--- config.mk ---
export PLATFORM = sky130hd
export DESIGN_NAME = sps_core
export DESIGN_NICKNAME = d
export VERILOG_FILES = /design/src/core/sps_pkg.sv /design/src/core/sps_sync.sv /design/src/core/sps_core.sv
export SDC_FILE = /design/constraint.sdc
export NUM_CORES = 1
export LEC_CHECK = 0
export BUFFER_PORTS_ARGS = -buffer_cell sky130_fd_sc_hd__buf_2
export CAP_MARGIN = 20
export CORE_MARGIN = 3
export CORE_UTILIZATION = 54
export CTS_CLUSTER_DIAMETER = 150
export CTS_CLUSTER_SIZE = 30
export DETAILED_ROUTE_END_ITERATION = 7
export PLACE_DENSITY = 0.8
export SYNTH_ARGS = -nofsm -noshare
export SYNTH_HDL_FRONTEND = slang
export SYNTH_SLANG_ARGS = --single-unit
--- constraint.sdc ---
create_clock -name clk_in -period 3.4 [get_ports clk_in]
set_input_delay 0.17 -clock clk_in [delete_from_list [all_inputs] [get_ports clk_in]]
set_output_delay 0.17 -clock clk_in [all_outputs]
set_load 0.005 [all_outputs]
--- src/core/sps_pkg.sv ---
/*
  Constants shared by the serial-port pin-role block: register offsets,
  field positions, reset values, select-pin modes and link-state codes.
  Assumes a 125 MHz system clock and a 32-bit AXI4-Lite register bus.
*/
// How it works
// - as master, the master-out line follows the shift register MSB
// - master-out line is driven as master, input as slave
// - master-in line is input as master, driven as slave
// - every byte moves most significant bit first, both directions
// - master-in floats when disabled or an unselected 4-wire slave
// - 3-wire slave always drives master-in from the shift register MSB
// - master makes and drives the serial clock; slave takes it in
// - 4-wire slave ignores serial clock edges while select is high
// - mode 00 is 3-wire, select unused, slave always selected
// - mode 01 makes select an input; low selects the slave
// - mode 01 master is disabled by a falling select input
// - mode 1x drives select as output at the mode low bit
// - select reaches a pin in every mode except 3-wire
// - done flag set at each finished transfer, both directions
// - multi-master fault clears master and port enables, sets fault flag
// - 4-wire slave clears its bit counter on each select fall
package sps_pkg;
  // bus and clock
  localparam int AXI_AW = 8;
  localparam int CLK_MHZ = 125;
  localparam int SYNC_STAGES = 2;
  localparam int SEL_SETUP_CLKS = 2; // external master's select lead

  // register byte offsets
  localparam logic [7:0] CTRL_OFF = 8'h00;
  localparam logic [7:0] DATA_OFF = 8'h04;
  localparam logic [7:0] STAT_OFF = 8'h08;
  localparam logic [7:0] CLR_OFF = 8'h0C;
  localparam logic [7:0] IEN_OFF = 8'h10;
  localparam logic [7:0] DIV_OFF = 8'h14;

  // control register fields
  localparam int CTRL_EN_BIT = 0;   // port_enable_bit
  localparam int CTRL_MST_BIT = 1;  // master_enable_bit
  localparam int CTRL_MODE_LSB = 2; // select_pin_mode, two bits
  localparam int CTRL_BUSY_BIT = 4; // read only

  // status, clear and enable layout
  localparam int ST_DONE = 0;  // transfer_done_flag
  localparam int ST_FAULT = 1; // mode_fault_flag
  localparam int ST_WCOL = 2;  // write while shifting
  localparam int ST_OVR = 3;   // slave byte lost to unread buffer
  localparam int ST_W = 4;

  // reset values
  localparam logic [1:0] MODE_RST = 2'h1;
  localparam logic [7:0] DIV_RST = 8'h03;
  localparam logic [3:0] IEN_RST = 4'h0;
  localparam logic [1:0] AXI_OKAY = 2'h0;
  localparam logic [1:0] AXI_SLVERR = 2'h2;

  // select_pin_mode encodings
  localparam logic [1:0] MODE_3W = 2'h0;
  localparam logic [1:0] MODE_4W_IN = 2'h1;
  localparam int MODE_HI_BIT = 1; // select_mode_high_bit
  localparam int MODE_LO_BIT = 0; // select_mode_low_bit

  localparam logic [2:0] LAST_BIT = 3'h7;

  // master clock generator states
  typedef enum logic [2:0] {
    M_IDLE = 3'b001,
    M_LOW = 3'b010,
    M_HIGH = 3'b100
  } sps_mstate_e;
endpackage

--- src/core/sps_sync.sv ---
/*
  Two-flop synchroniser for a group of pin inputs.
  Assumes each bit is an independent level; reset value is a parameter.
*/
`timescale 1ns/1ps
module sps_sync
  import sps_pkg::*;
#(
  parameter int WIDTH = 4,
  parameter logic [WIDTH-1:0] RST_VAL = '0
) (
  // clock and reset
  input wire logic clk_in,
  input wire logic reset_in,
  // async levels in, synced levels out
  input wire logic [WIDTH-1:0] async_in,
  output logic [WIDTH-1:0] sync_out
);
  logic [WIDTH-1:0] meta_q;
  logic [WIDTH-1:0] sync_q;

  // first stage feeds only the second stage
  always_ff @(posedge clk_in or posedge reset_in) begin
    if (reset_in) begin
      meta_q <= RST_VAL;
      sync_q <= RST_VAL;
    end else begin
      meta_q <= async_in;
      sync_q <= meta_q;
    end
  end

  assign sync_out = sync_q;
endmodule

--- src/core/sps_core.sv ---
/*
  Serial port unit: master/slave byte shifter with pin roles, select
  modes, mode-fault detection and an AXI4-Lite register slave.
  Assumes the pin wrapper resolves each line from its output enable,
  and that an external serial clock is slower than four system clocks
  per phase (two are lost in synchronising).
*/
`timescale 1ns/1ps
module sps_core
  import sps_pkg::*;
(
  // clock and reset
  input wire logic clk_in,
  input wire logic reset_in,
  // axi4-lite write address
  input wire logic s_axi_awvalid,
  output logic s_axi_awready,
  input wire logic [AXI_AW-1:0] s_axi_awaddr,
  // axi4-lite write data
  input wire logic s_axi_wvalid,
  output logic s_axi_wready,
  input wire logic [31:0] s_axi_wdata,
  input wire logic [3:0] s_axi_wstrb,
  // axi4-lite write response
  output logic s_axi_bvalid,
  input wire logic s_axi_bready,
  output logic [1:0] s_axi_bresp,
  // axi4-lite read address
  input wire logic s_axi_arvalid,
  output logic s_axi_arready,
  input wire logic [AXI_AW-1:0] s_axi_araddr,
  // axi4-lite read data
  output logic s_axi_rvalid,
  input wire logic s_axi_rready,
  output logic [31:0] s_axi_rdata,
  output logic [1:0] s_axi_rresp,
  // serial clock pin
  input wire logic sck_in,
  output logic sck_out,
  output logic sck_oe_out,
  // master-out slave-in pin
  input wire logic mosi_in,
  output logic mosi_out,
  output logic mosi_oe_out,
  // master-in slave-out pin
  input wire logic miso_in,
  output logic miso_out,
  output logic miso_oe_out,
  // slave select pin
  input wire logic slave_select_n_in,
  output logic slave_select_n_out,
  output logic slave_select_n_oe_out,
  output logic select_routed_out,
  // interrupt
  output logic irq_out
);
  // synchronised pins
  logic [3:0] pins_s;
  logic sck_s, mosi_s, miso_s, nss_s;

  sps_sync #(.WIDTH(4), .RST_VAL(4'h1)) u_sync (
    .clk_in(clk_in),
    .reset_in(reset_in),
    .async_in({sck_in, mosi_in, miso_in, slave_select_n_in}),
    .sync_out(pins_s)
  );
  assign {sck_s, mosi_s, miso_s, nss_s} = pins_s;

  // bus slave state
  logic aw_full_q, aw_full_d, w_full_q, w_full_d;
  logic [AXI_AW-1:0] aw_addr_q, aw_addr_d;
  logic [7:0] w_data_q, w_data_d;
  logic w_lane_q, w_lane_d;
  logic bvalid_q, bvalid_d, rvalid_q, rvalid_d;
  logic [1:0] bresp_q, bresp_d, rresp_q, rresp_d;
  logic [31:0] rdata_q, rdata_d;
  logic wr_fire, rd_fire;

  // core state
  logic en_q, en_d, mst_q, mst_d;
  logic [1:0] mode_q, mode_d;
  logic [7:0] div_q, div_d, divcnt_q, divcnt_d;
  logic [ST_W-1:0] stat_q, stat_d, ien_q, ien_d;
  logic [7:0] shift_q, shift_d, rx_q, rx_d;
  logic samp_q, samp_d, sck_q, sck_d;
  logic [2:0] cnt_q, cnt_d;
  logic rxfull_q, rxfull_d, skip_q, skip_d;
  logic sck_prev_q, nss_prev_q;
  sps_mstate_e state_q, state_d;

  // derived conditions
  logic selected, sck_rise, sck_fall, nss_fall, busy;
  logic [7:0] byte_in;
  logic [ST_W-1:0] ev, clr;

  assign wr_fire = aw_full_q && w_full_q && !bvalid_q;
  assign rd_fire = s_axi_arvalid && !rvalid_q;
  assign s_axi_awready = !aw_full_q;
  assign s_axi_wready = !w_full_q;
  assign s_axi_arready = !rvalid_q;
  assign s_axi_bvalid = bvalid_q;
  assign s_axi_bresp = bresp_q;
  assign s_axi_rvalid = rvalid_q;
  assign s_axi_rdata = rdata_q;
  assign s_axi_rresp = rresp_q;

  // bus slave: address and data may arrive in either order
  always_comb begin
    aw_full_d = aw_full_q;
    aw_addr_d = aw_addr_q;
    w_full_d = w_full_q;
    w_data_d = w_data_q;
    w_lane_d = w_lane_q;
    bvalid_d = bvalid_q;
    bresp_d = bresp_q;
    rvalid_d = rvalid_q;
    rresp_d = rresp_q;
    rdata_d = rdata_q;
    if (s_axi_awvalid && !aw_full_q) begin
      aw_full_d = 1'b1;
      aw_addr_d = s_axi_awaddr;
    end
    if (s_axi_wvalid && !w_full_q) begin
      w_full_d = 1'b1;
      w_data_d = s_axi_wdata[7:0];
      w_lane_d = s_axi_wstrb[0];
    end
    if (bvalid_q && s_axi_bready) begin
      bvalid_d = 1'b0;
    end
    if (wr_fire) begin
      aw_full_d = 1'b0;
      w_full_d = 1'b0;
      bvalid_d = 1'b1;
      case (aw_addr_q)
        CTRL_OFF, DATA_OFF, CLR_OFF, IEN_OFF, DIV_OFF: bresp_d = AXI_OKAY;
        default: bresp_d = AXI_SLVERR;
      endcase
    end
    if (rvalid_q && s_axi_rready) begin
      rvalid_d = 1'b0;
    end
    if (rd_fire) begin
      rvalid_d = 1'b1;
      rresp_d = AXI_OKAY;
      rdata_d = 32'h0;
      case (s_axi_araddr)
        CTRL_OFF: begin
          rdata_d[CTRL_EN_BIT] = en_q;
          rdata_d[CTRL_MST_BIT] = mst_q;
          rdata_d[CTRL_MODE_LSB +: 2] = mode_q;
          rdata_d[CTRL_BUSY_BIT] = busy;
        end
        DATA_OFF: rdata_d[7:0] = rx_q;
        STAT_OFF: rdata_d[ST_W-1:0] = stat_q;
        CLR_OFF: rdata_d = 32'h0; // write-only, reads zero
        IEN_OFF: rdata_d[ST_W-1:0] = ien_q;
        DIV_OFF: rdata_d[7:0] = div_q;
        default: rresp_d = AXI_SLVERR;
      endcase
    end
  end

  always_ff @(posedge clk_in or posedge reset_in) begin
    if (reset_in) begin
      aw_full_q <= 1'b0;
      aw_addr_q <= '0;
      w_full_q <= 1'b0;
      w_data_q <= 8'h00;
      w_lane_q <= 1'b0;
      bvalid_q <= 1'b0;
      bresp_q <= AXI_OKAY;
      rvalid_q <= 1'b0;
      rresp_q <= AXI_OKAY;
      rdata_q <= 32'h0;
    end else begin
      aw_full_q <= aw_full_d;
      aw_addr_q <= aw_addr_d;
      w_full_q <= w_full_d;
      w_data_q <= w_data_d;
      w_lane_q <= w_lane_d;
      bvalid_q <= bvalid_d;
      bresp_q <= bresp_d;
      rvalid_q <= rvalid_d;
      rresp_q <= rresp_d;
      rdata_q <= rdata_d;
    end
  end

  // selection and edge detection on synced pins
  assign selected = (mode_q == MODE_3W) || // always selected
                    (mode_q == MODE_4W_IN && !nss_s);
  assign sck_rise = sck_s && !sck_prev_q;
  assign sck_fall = !sck_s && sck_prev_q;
  assign nss_fall = nss_prev_q && !nss_s;
  assign busy = (state_q != M_IDLE) || (cnt_q != 3'h0);
  assign clr = (wr_fire && w_lane_q && aw_addr_q == CLR_OFF) ?
               w_data_q[ST_W-1:0] : '0;

  // shifter, clock generator and register effects
  always_comb begin
    en_d = en_q;
    mst_d = mst_q;
    mode_d = mode_q;
    div_d = div_q;
    ien_d = ien_q;
    shift_d = shift_q;
    rx_d = rx_q;
    samp_d = samp_q;
    sck_d = sck_q;
    cnt_d = cnt_q;
    divcnt_d = divcnt_q;
    rxfull_d = rxfull_q;
    skip_d = skip_q;
    state_d = state_q;
    ev = '0;
    byte_in = 8'h00;
    // reading the data word frees the receive buffer
    if (rd_fire && s_axi_araddr == DATA_OFF) begin
      rxfull_d = 1'b0;
    end
    if (en_q && mst_q) begin
      case (state_q)
        M_IDLE: begin
          sck_d = 1'b0;
        end
        M_LOW: begin
          if (divcnt_q == div_q) begin
            divcnt_d = 8'h00;
            sck_d = 1'b1;
            samp_d = miso_s; // master samples master-in
            state_d = M_HIGH;
          end else begin
            divcnt_d = divcnt_q + 8'h01;
          end
        end
        M_HIGH: begin
          if (divcnt_q == div_q) begin
            divcnt_d = 8'h00;
            sck_d = 1'b0;
            byte_in = {shift_q[6:0], samp_q};
            shift_d = byte_in; // msb leaves first
            if (cnt_q == LAST_BIT) begin
              cnt_d = 3'h0;
              rx_d = byte_in;
              rxfull_d = 1'b1;
              ev[ST_DONE] = 1'b1;
              state_d = M_IDLE;
            end else begin
              cnt_d = cnt_q + 3'h1;
              state_d = M_LOW;
            end
          end else begin
            divcnt_d = divcnt_q + 8'h01;
          end
        end
        default: state_d = M_IDLE;
      endcase
    end else if (en_q && selected) begin
      // slave: clock edges count only while selected
      state_d = M_IDLE;
      sck_d = 1'b0;
      if (sck_rise) begin
        samp_d = mosi_s;
        if (cnt_q == LAST_BIT) begin
          cnt_d = 3'h0;
          byte_in = {shift_q[6:0], mosi_s};
          shift_d = byte_in;
          skip_d = 1'b1; // hold the byte past the trailing fall
          ev[ST_DONE] = 1'b1;
          if (rxfull_q) begin
            ev[ST_OVR] = 1'b1; // newest byte is dropped
          end else begin
            rx_d = byte_in;
            rxfull_d = 1'b1;
          end
        end else begin
          cnt_d = cnt_q + 3'h1;
        end
      end
      if (sck_fall) begin
        if (skip_q) begin
          skip_d = 1'b0;
        end else begin
          shift_d = {shift_q[6:0], samp_q};
        end
      end
    end else if (!en_q) begin
      // disabling is the only way to realign a 3-wire slave
      state_d = M_IDLE;
      sck_d = 1'b0;
      cnt_d = 3'h0;
      divcnt_d = 8'h00;
      skip_d = 1'b0;
    end
    // select fall realigns a 4-wire slave byte
    if (!mst_q && mode_q == MODE_4W_IN && nss_fall) begin
      cnt_d = 3'h0;
      skip_d = 1'b0;
    end
    // register writes
    if (wr_fire && w_lane_q) begin
      case (aw_addr_q)
        CTRL_OFF: begin
          en_d = w_data_q[CTRL_EN_BIT];
          mst_d = w_data_q[CTRL_MST_BIT];
          mode_d = w_data_q[CTRL_MODE_LSB +: 2];
        end
        DATA_OFF: begin
          if (busy || (state_d != M_IDLE)) begin
            ev[ST_WCOL] = 1'b1; // write ignored mid-byte
          end else begin
            shift_d = w_data_q;
            if (en_q && mst_q) begin
              state_d = M_LOW;
              divcnt_d = 8'h00;
            end
          end
        end
        IEN_OFF: ien_d = w_data_q[ST_W-1:0];
        DIV_OFF: div_d = w_data_q;
        default: ;
      endcase
    end
    // another master took the bus: fault wins over any write
    if (en_q && mst_q && mode_q == MODE_4W_IN && nss_fall) begin
      en_d = 1'b0;
      mst_d = 1'b0;
      ev[ST_FAULT] = 1'b1;
      state_d = M_IDLE;
      sck_d = 1'b0;
      cnt_d = 3'h0;
    end
  end

  // sticky flags: a new event outlasts a same-cycle clear
  assign stat_d = (stat_q & ~clr) | ev;

  always_ff @(posedge clk_in or posedge reset_in) begin
    if (reset_in) begin
      en_q <= 1'b0;
      mst_q <= 1'b0;
      mode_q <= MODE_RST;
      div_q <= DIV_RST;
      ien_q <= IEN_RST;
      stat_q <= '0;
      shift_q <= 8'h00;
      rx_q <= 8'h00;
      samp_q <= 1'b0;
      sck_q <= 1'b0;
      cnt_q <= 3'h0;
      divcnt_q <= 8'h00;
      rxfull_q <= 1'b0;
      skip_q <= 1'b0;
      state_q <= M_IDLE;
      sck_prev_q <= 1'b0;
      nss_prev_q <= 1'b1;
    end else begin
      en_q <= en_d;
      mst_q <= mst_d;
      mode_q <= mode_d;
      div_q <= div_d;
      ien_q <= ien_d;
      stat_q <= stat_d;
      shift_q <= shift_d;
      rx_q <= rx_d;
      samp_q <= samp_d;
      sck_q <= sck_d;
      cnt_q <= cnt_d;
      divcnt_q <= divcnt_d;
      rxfull_q <= rxfull_d;
      skip_q <= skip_d;
      state_q <= state_d;
      sck_prev_q <= sck_s;
      nss_prev_q <= nss_s;
    end
  end

  // pin roles
  assign sck_out = sck_q;
  assign sck_oe_out = en_q && mst_q;
  assign mosi_out = shift_q[7];
  assign mosi_oe_out = en_q && mst_q;
  assign miso_out = shift_q[7];
  assign miso_oe_out = en_q && !mst_q && selected;
  assign slave_select_n_out = mode_q[MODE_LO_BIT];
  assign slave_select_n_oe_out = mode_q[MODE_HI_BIT];
  assign select_routed_out = (mode_q != MODE_3W);
  assign irq_out = |(stat_q & ien_q);
endmodule

======== Yosys cells after proc, flatten, opt, wreduce, memory -nomap -nowiden ========
Cells that the tools add are included.
W data, S select, Z words.
storage, ports and cells
  RAM bits ................................ 0
  flip-flop bits (word level) ............. 97
  latch bits .............................. 0
  bits of input ports ..................... 63
  output and inout port bits .............. 51
  word-level logic and storage cells ...... 237
  memory bits (read-only) ................. 0
  memories ................................ 0
operators by class
  multiplexer cells ....................... 112
  multipliers ............................. 0
  bitwise gates (word level) .............. 4
  shifts and indexed selects .............. 0
  $lt $le $gt $ge ......................... 0
  div/mod/pow operators ................... 0
  $add $sub $neg .......................... 2
  equal/unequal tests ..................... 31
  reductions and logical operators ........ 59
operator list
  cell                   number
  $mux W8                28
  $mux W3                19
  $mux W1                56
  $eq A8 B5 Y1 const B   4
  $eq A8 B4 Y1 const B   3
  $logic_and A1 B1 Y1    22
  $pmux W4 S5            1
  $reduce_bool A2 Y1     9
  $eq A8 B3 Y1 const B   2
  $logic_not A8 Y1       2
  $reduce_and A4 Y1      3
  $reduce_and A2 Y1      5
  $ne A3 B1 Y1 const B   3
  $pmux W3 S3            1
  $add A8 B1 Y8 const B  1
  $and A4 B4 Y4          2
  $eq A8 B8 Y1           1
  $logic_not A1 Y1       8
  $ne A2 B1 Y1 const B   4
  $ne A4 B1 Y1 const B   2
  $ne A4 B4 Y1 const B   2
  $eq A3 B3 Y1 const B   2
  $mux W2                3
  $pmux W1 S3            2
  21 further kinds       23

======== Depth between registers and ports, before layout ========
  depth after elaboration ................. 12
  mapped depth ............................ 8
  mapped depth without buffers ............ 7

======== Cells and area by module ========
Synthesis repeated with hierarchy kept, for this count alone.
unflattened totals
  cell total of the unflattened synthesis .. 466
  area total of the unflattened synthesis .. 4921.0 µm²
by module, submodules not included
  module    seq. area each (µm²)  times used  cells each  area each (µm²)
  sps_core  2183.3                1           457         4714.5
  sps_sync  202.7                 1           9           206.4

======== Worst setup path before layout ========
OpenSTA, ideal clock, no wires.
  kind .................................... reg-to-reg
  from .................................... register state_q[1]
  to ...................................... register rx_q[0]
  path slack .............................. 1.379 ns
  library setup time ...................... 0.125 ns
  required time ........................... 3.275 ns
  clock period less this slack ............ 2.021 ns
  arrival time ............................ 1.896 ns
  buffers on the path ..................... 1
  stages on the path, launching flop included .. 7
  cells stage by stage .................... dfrtp_1 > buf_2 > or3b_2 > nor2_1 > nand3_1 > a21oi_4 > mux2_2
between the ends
  word-level cells in the longest chain between the ends .. 3
RTL lines
  item                                line             source
  start: declaration                  sps_core.sv:89   sps_mstate_e state_q, state_d;
  start signal: assignment            sps_core.sv:373  state_q <= state_d;
  $eq A3 B3 Y1                        sps_core.sv:223  case (state_q)
  $ne A2 B1 Y1 (no source line)       n/a
  $reduce_and A6 Y1 (no source line)  n/a
  end signal: assignment              sps_core.sv:366  rx_q <= rx_d;
  end: declaration                    sps_core.sv:84   logic [7:0] shift_q, shift_d, rx_q, rx_d;
No other way between the ends.
A chain may end at the register's enable or synchronous reset.

======== Worst setup path in the final report ========
  from .................................... register state_q[0]
  to ...................................... register divcnt_q[6]
between the ends
  word-level cells in the longest chain between the ends .. 8
  elaborated cells between the ends (all ways) .. 20
  those cells by class .................... eq/ne (5); mux (12); reduce/logical (3)
RTL lines
  item                                                  line                              source
  $eq A3 B3 Y1 (tied with other cells)                  sps_core.sv:223
  $pmux W3 S3 (tied with other cells)                   sps_core.sv:223
  $mux W3 / $mux W8 (equally long branches)             n/a
  $ne A3 B1 Y1 / $mux W8 (equally long branches)        sps_core.sv:310, sps_core.sv:222
  $logic_or A1 B1 Y1 / $mux W8 (equally long branches)  sps_core.sv:310, sps_core.sv:314
  $mux W8                                               sps_core.sv:310                   if (busy || (state_d != M_IDLE)) begin
  $mux W8                                               sps_core.sv:303                   case (aw_addr_q)
  $mux W8 *                                             sps_core.sv:302                   if (wr_fire && w_lane_q) begin
  named net divcnt_d[6]                                 sps_core.sv:82                    logic [7:0] div_q, div_d, divcnt_q, divcnt_d;
  end signal: assignment                                sps_core.sv:370                   divcnt_q <= divcnt_d;
  end: declaration                                      sps_core.sv:82
The timed path passes the listed nets; every way through them passes the cells marked *.

==> flow_summary.yaml <==
outcome:
  status: "finished clean"
sta:
  slew_headroom_pct: 46.7
  slew_viol_final: 0
  fin_tns_setup_ps: 0
  fin_crit_sh_pct: 69.4
  skew_ps: 7.10
  min_period_ps: 2360
  rsz0062_at_grt: "false"
  max_slew.worst_pin.slew_ps: 793
  hold_violations: 0
  setup_violations: 0
  fmax_mhz: 424
pwr:
  cellLeakagePower_nw: 2.58
  ir_worst_vdd_mv: 0.383
  power_mw: 3.02
  power.density_nw_per_um2: 562
global_routing:
  top_usage_layer: "met2"
  grt_util_met3_pct: 4.57
  grt_util_met1_pct: 28.6
  grt_use_total_pct: 21.2
  grt_remaining_overflow: 0
  grtUsageMet2_pct: 34.4
  grt_max_degree: 42
  antenna_found_initial: 0
  grt_pass1_wl_um: 16900
  grt_pass1_vias: 3487
clock_tree:
  cts_tree: "yes"
  clk_path_buf_depth: 2
  htreeDepth: 3
  worstSkewPairLatency_ps: 360
  cts_buffers: 9
  path_clk_slew_ps: 90
  cts-root-buf: "clkbuf_8"
  cts_sinks: 95
  ctsResizeCount: 0
setup_path:
  slowest_stage: "dfstp_2"
  crit_fanout: 12
  crit_buf_inv: 0
  path_class: "reg2reg"
  crit_arrival_ps: 2580
  crit_path_frequent_cell: "o21ai_0"
  cp_cell_sequence: "nand2b_1 -> nor3_1 -> a31oi_2 -> o21ai_0 -> o21ai_0"
  cpLargestDelayFamily: "compound AO/OA/AOI/OAI gates"
  worstPathRequired_ps: 3620
  startpoint_type: "flop"
  slowest_delay_ps: 660
  crit_path_end_kind: "flop"
floorplan:
  rows: 33
  die_area_sq_um: 10100
  initial_core_util_pct: 57.1
  coreArea_sq_um: 8460
  die_y_um: 101
  die_width_um: 101
  boundaryPins: 114
route:
  wl_per_cell_um: 16.3
  drtPass1Iterations: 5
  wl_um: 10200
  antenna_left: 0
  via_per_inst: 5.69
  first_iter_violations: 268
  post-route-drc-count: 0
  vias: 3564
place:
  place_inst: 603
  place_area_sq_um: 5100
  place_hpwl_um: 7550
  place_congestion: 0.880
  portBuffers: 60
layout:
  stdcell_count: 626
  fill_cells: 694
  utilization_pct: 63.4
  syn2layout_area_growth_pct: 11.1
  drive_gt1_share_pct: 26.3
  design_area_sq_um: 5370
  insertedDiodeCount: 0
  nets: 583
synth:
  synth_cell_types: 57
  yosysTopAreaCell: "dfrtp_1"
  synthTopCellsByArea: "dfrtp_1 46%, mux2_2 8.6%, buf_4 4.4%"
  synth_edf_count: 0
  async_flop_share_pct: 100
  synthFlopType: "dfrtp_1"
  syn-cell-area_sq_um: 4830
  synth_cells: 454
  yosys_register_bits: 95
  seq_area_frac_synth_pct: 49.4
  syn_area_per_cell_sq_um: 10.6
  yosys_warnings: 0
  yosysTopAreaCellShare_pct: 45.6
hold_path:
  hold_class: "in2reg"
run:
  cap_violations: 0
==> path summary, 6_finish.rpt <==
path                                   from                 end  slack [ps]  depth (start not counted)
max                              state_q[0]         divcnt_q[6]        1040                          5
min                            s_axi_wvalid            w_full_q          10                          2
max reg2reg                      state_q[0]         divcnt_q[6]        1040                          5
min reg2reg                u_sync.meta_q[1]  u_sync.sync_out[1]         360                          0
max in group asynchronous          reset_in            div_q[1]        2110                          4
min in group asynchronous          reset_in            w_full_q         410                          3
==> layout make-up <==
type | instances | area [sq um] | share of cell area [%]
sequential | 95 | 2390 | 44.4
multi-input combinational | 325 | 2210 | 41.1
tap | 105 | 131 | 2.45
clock inverter | 6 | 68.8 | 1.28
timing repair buffer | 69 | 385 | 7.18
clock buffer | 10 | 128 | 2.38
inverter | 16 | 61.3 | 1.14
==> flip-flops by register name, summed over array words and instances (netlist names), 3 cells and up <==
signal / flops
ien_q: 4
div_q: 8
divcnt_q: 8
shift_q: 8
u_sync.meta_q: 4
s_axi_rdata: 8
aw_addr_q: 8
state_q: 3
cnt_q: 3
rx_q: 8
u_sync.sync_out: 4
stat_q: 4
w_data_q: 8
==> power by group <==
part	switching, mW	total (mW)	internal [mW]
sequential	0.250	1.59	1.34
clock	0.409	0.754	0.346
combinational	0.362	0.675	0.312
total	1.02	3.02	2.00
==> metrics by stage <==
step                hold WS [ps]  worst slack, ps
global route                11.2              905
global placement             276             1100
CTS                        0.259             1060
floorplan                    174              765
finish                      11.7             1040
detailed placement           279             1060
==> layer usage <==
layer  vias to the layer above  share of wire [%]
li1                       1684                  -
met2                       147                 48
met3                        18                7.0
met5                         -                  0
met4                         0                1.8
met1                      1715                 44
==> kinds of logic after synthesis <==
group	count (synthesis)	share of synthesized area, %
simple gates	131	15.2
compound gates	93	12.1
fa+ha+maj	4	1.04
other cells	1	0.0776
flops	95	49.4
xor+xnor	13	2.36
mux	58	13.0
buf+inv	59	6.84
==> cells in the final DEF (no fill, tap or decap), drive strengths merged, types with 4 or more instances in the layout <==
| cell | n |
|---|---|
| dfrtp | 88 |
| buf | 62 |
| nand2 | 40 |
| o21ai | 40 |
| mux2 | 37 |
| conb | 26 |
| nor2 | 21 |
| mux2i | 21 |
| a21oi | 18 |
| inv | 17 |
| nand3 | 12 |
| xor2 | 10 |
| clkbuf | 10 |
| nor2b | 9 |
| nand2b | 8 |
| nor3 | 7 |
| dfstp | 7 |
| dlygate4sd3 | 7 |
| a211oi | 6 |
| nand3b | 5 |
| nand4 | 5 |
| a31oi | 5 |
| o21a | 4 |
| or3 | 4 |
| ha | 4 |
| nor4 | 4 |
==> timing repair <==
action / 4_1_cts / 5_1_grt
hold endpoints to repair: 44 / 0
hold buffers: 7 / 0
buffers inserted: 0 / 0
==> Yosys cell counts (all sizes together), types with 4 or more instances <==
library cell / count
o21a: 4
nor4: 4
a21oi: 18
nand3: 12
nand4: 5
nor2b: 9
or3: 4
a31oi: 5
dfstp: 7
dfrtp: 88
nor3: 7
mux2i: 21
nor2: 21
ha: 4
buf: 32
clkbuf: 11
nand2b: 8
o21ai: 40
xor2: 10
mux2: 37
nand2: 40
a211oi: 6
nand3b: 5
inv: 16
No activity file was read; power rests on OpenSTA's default activity.
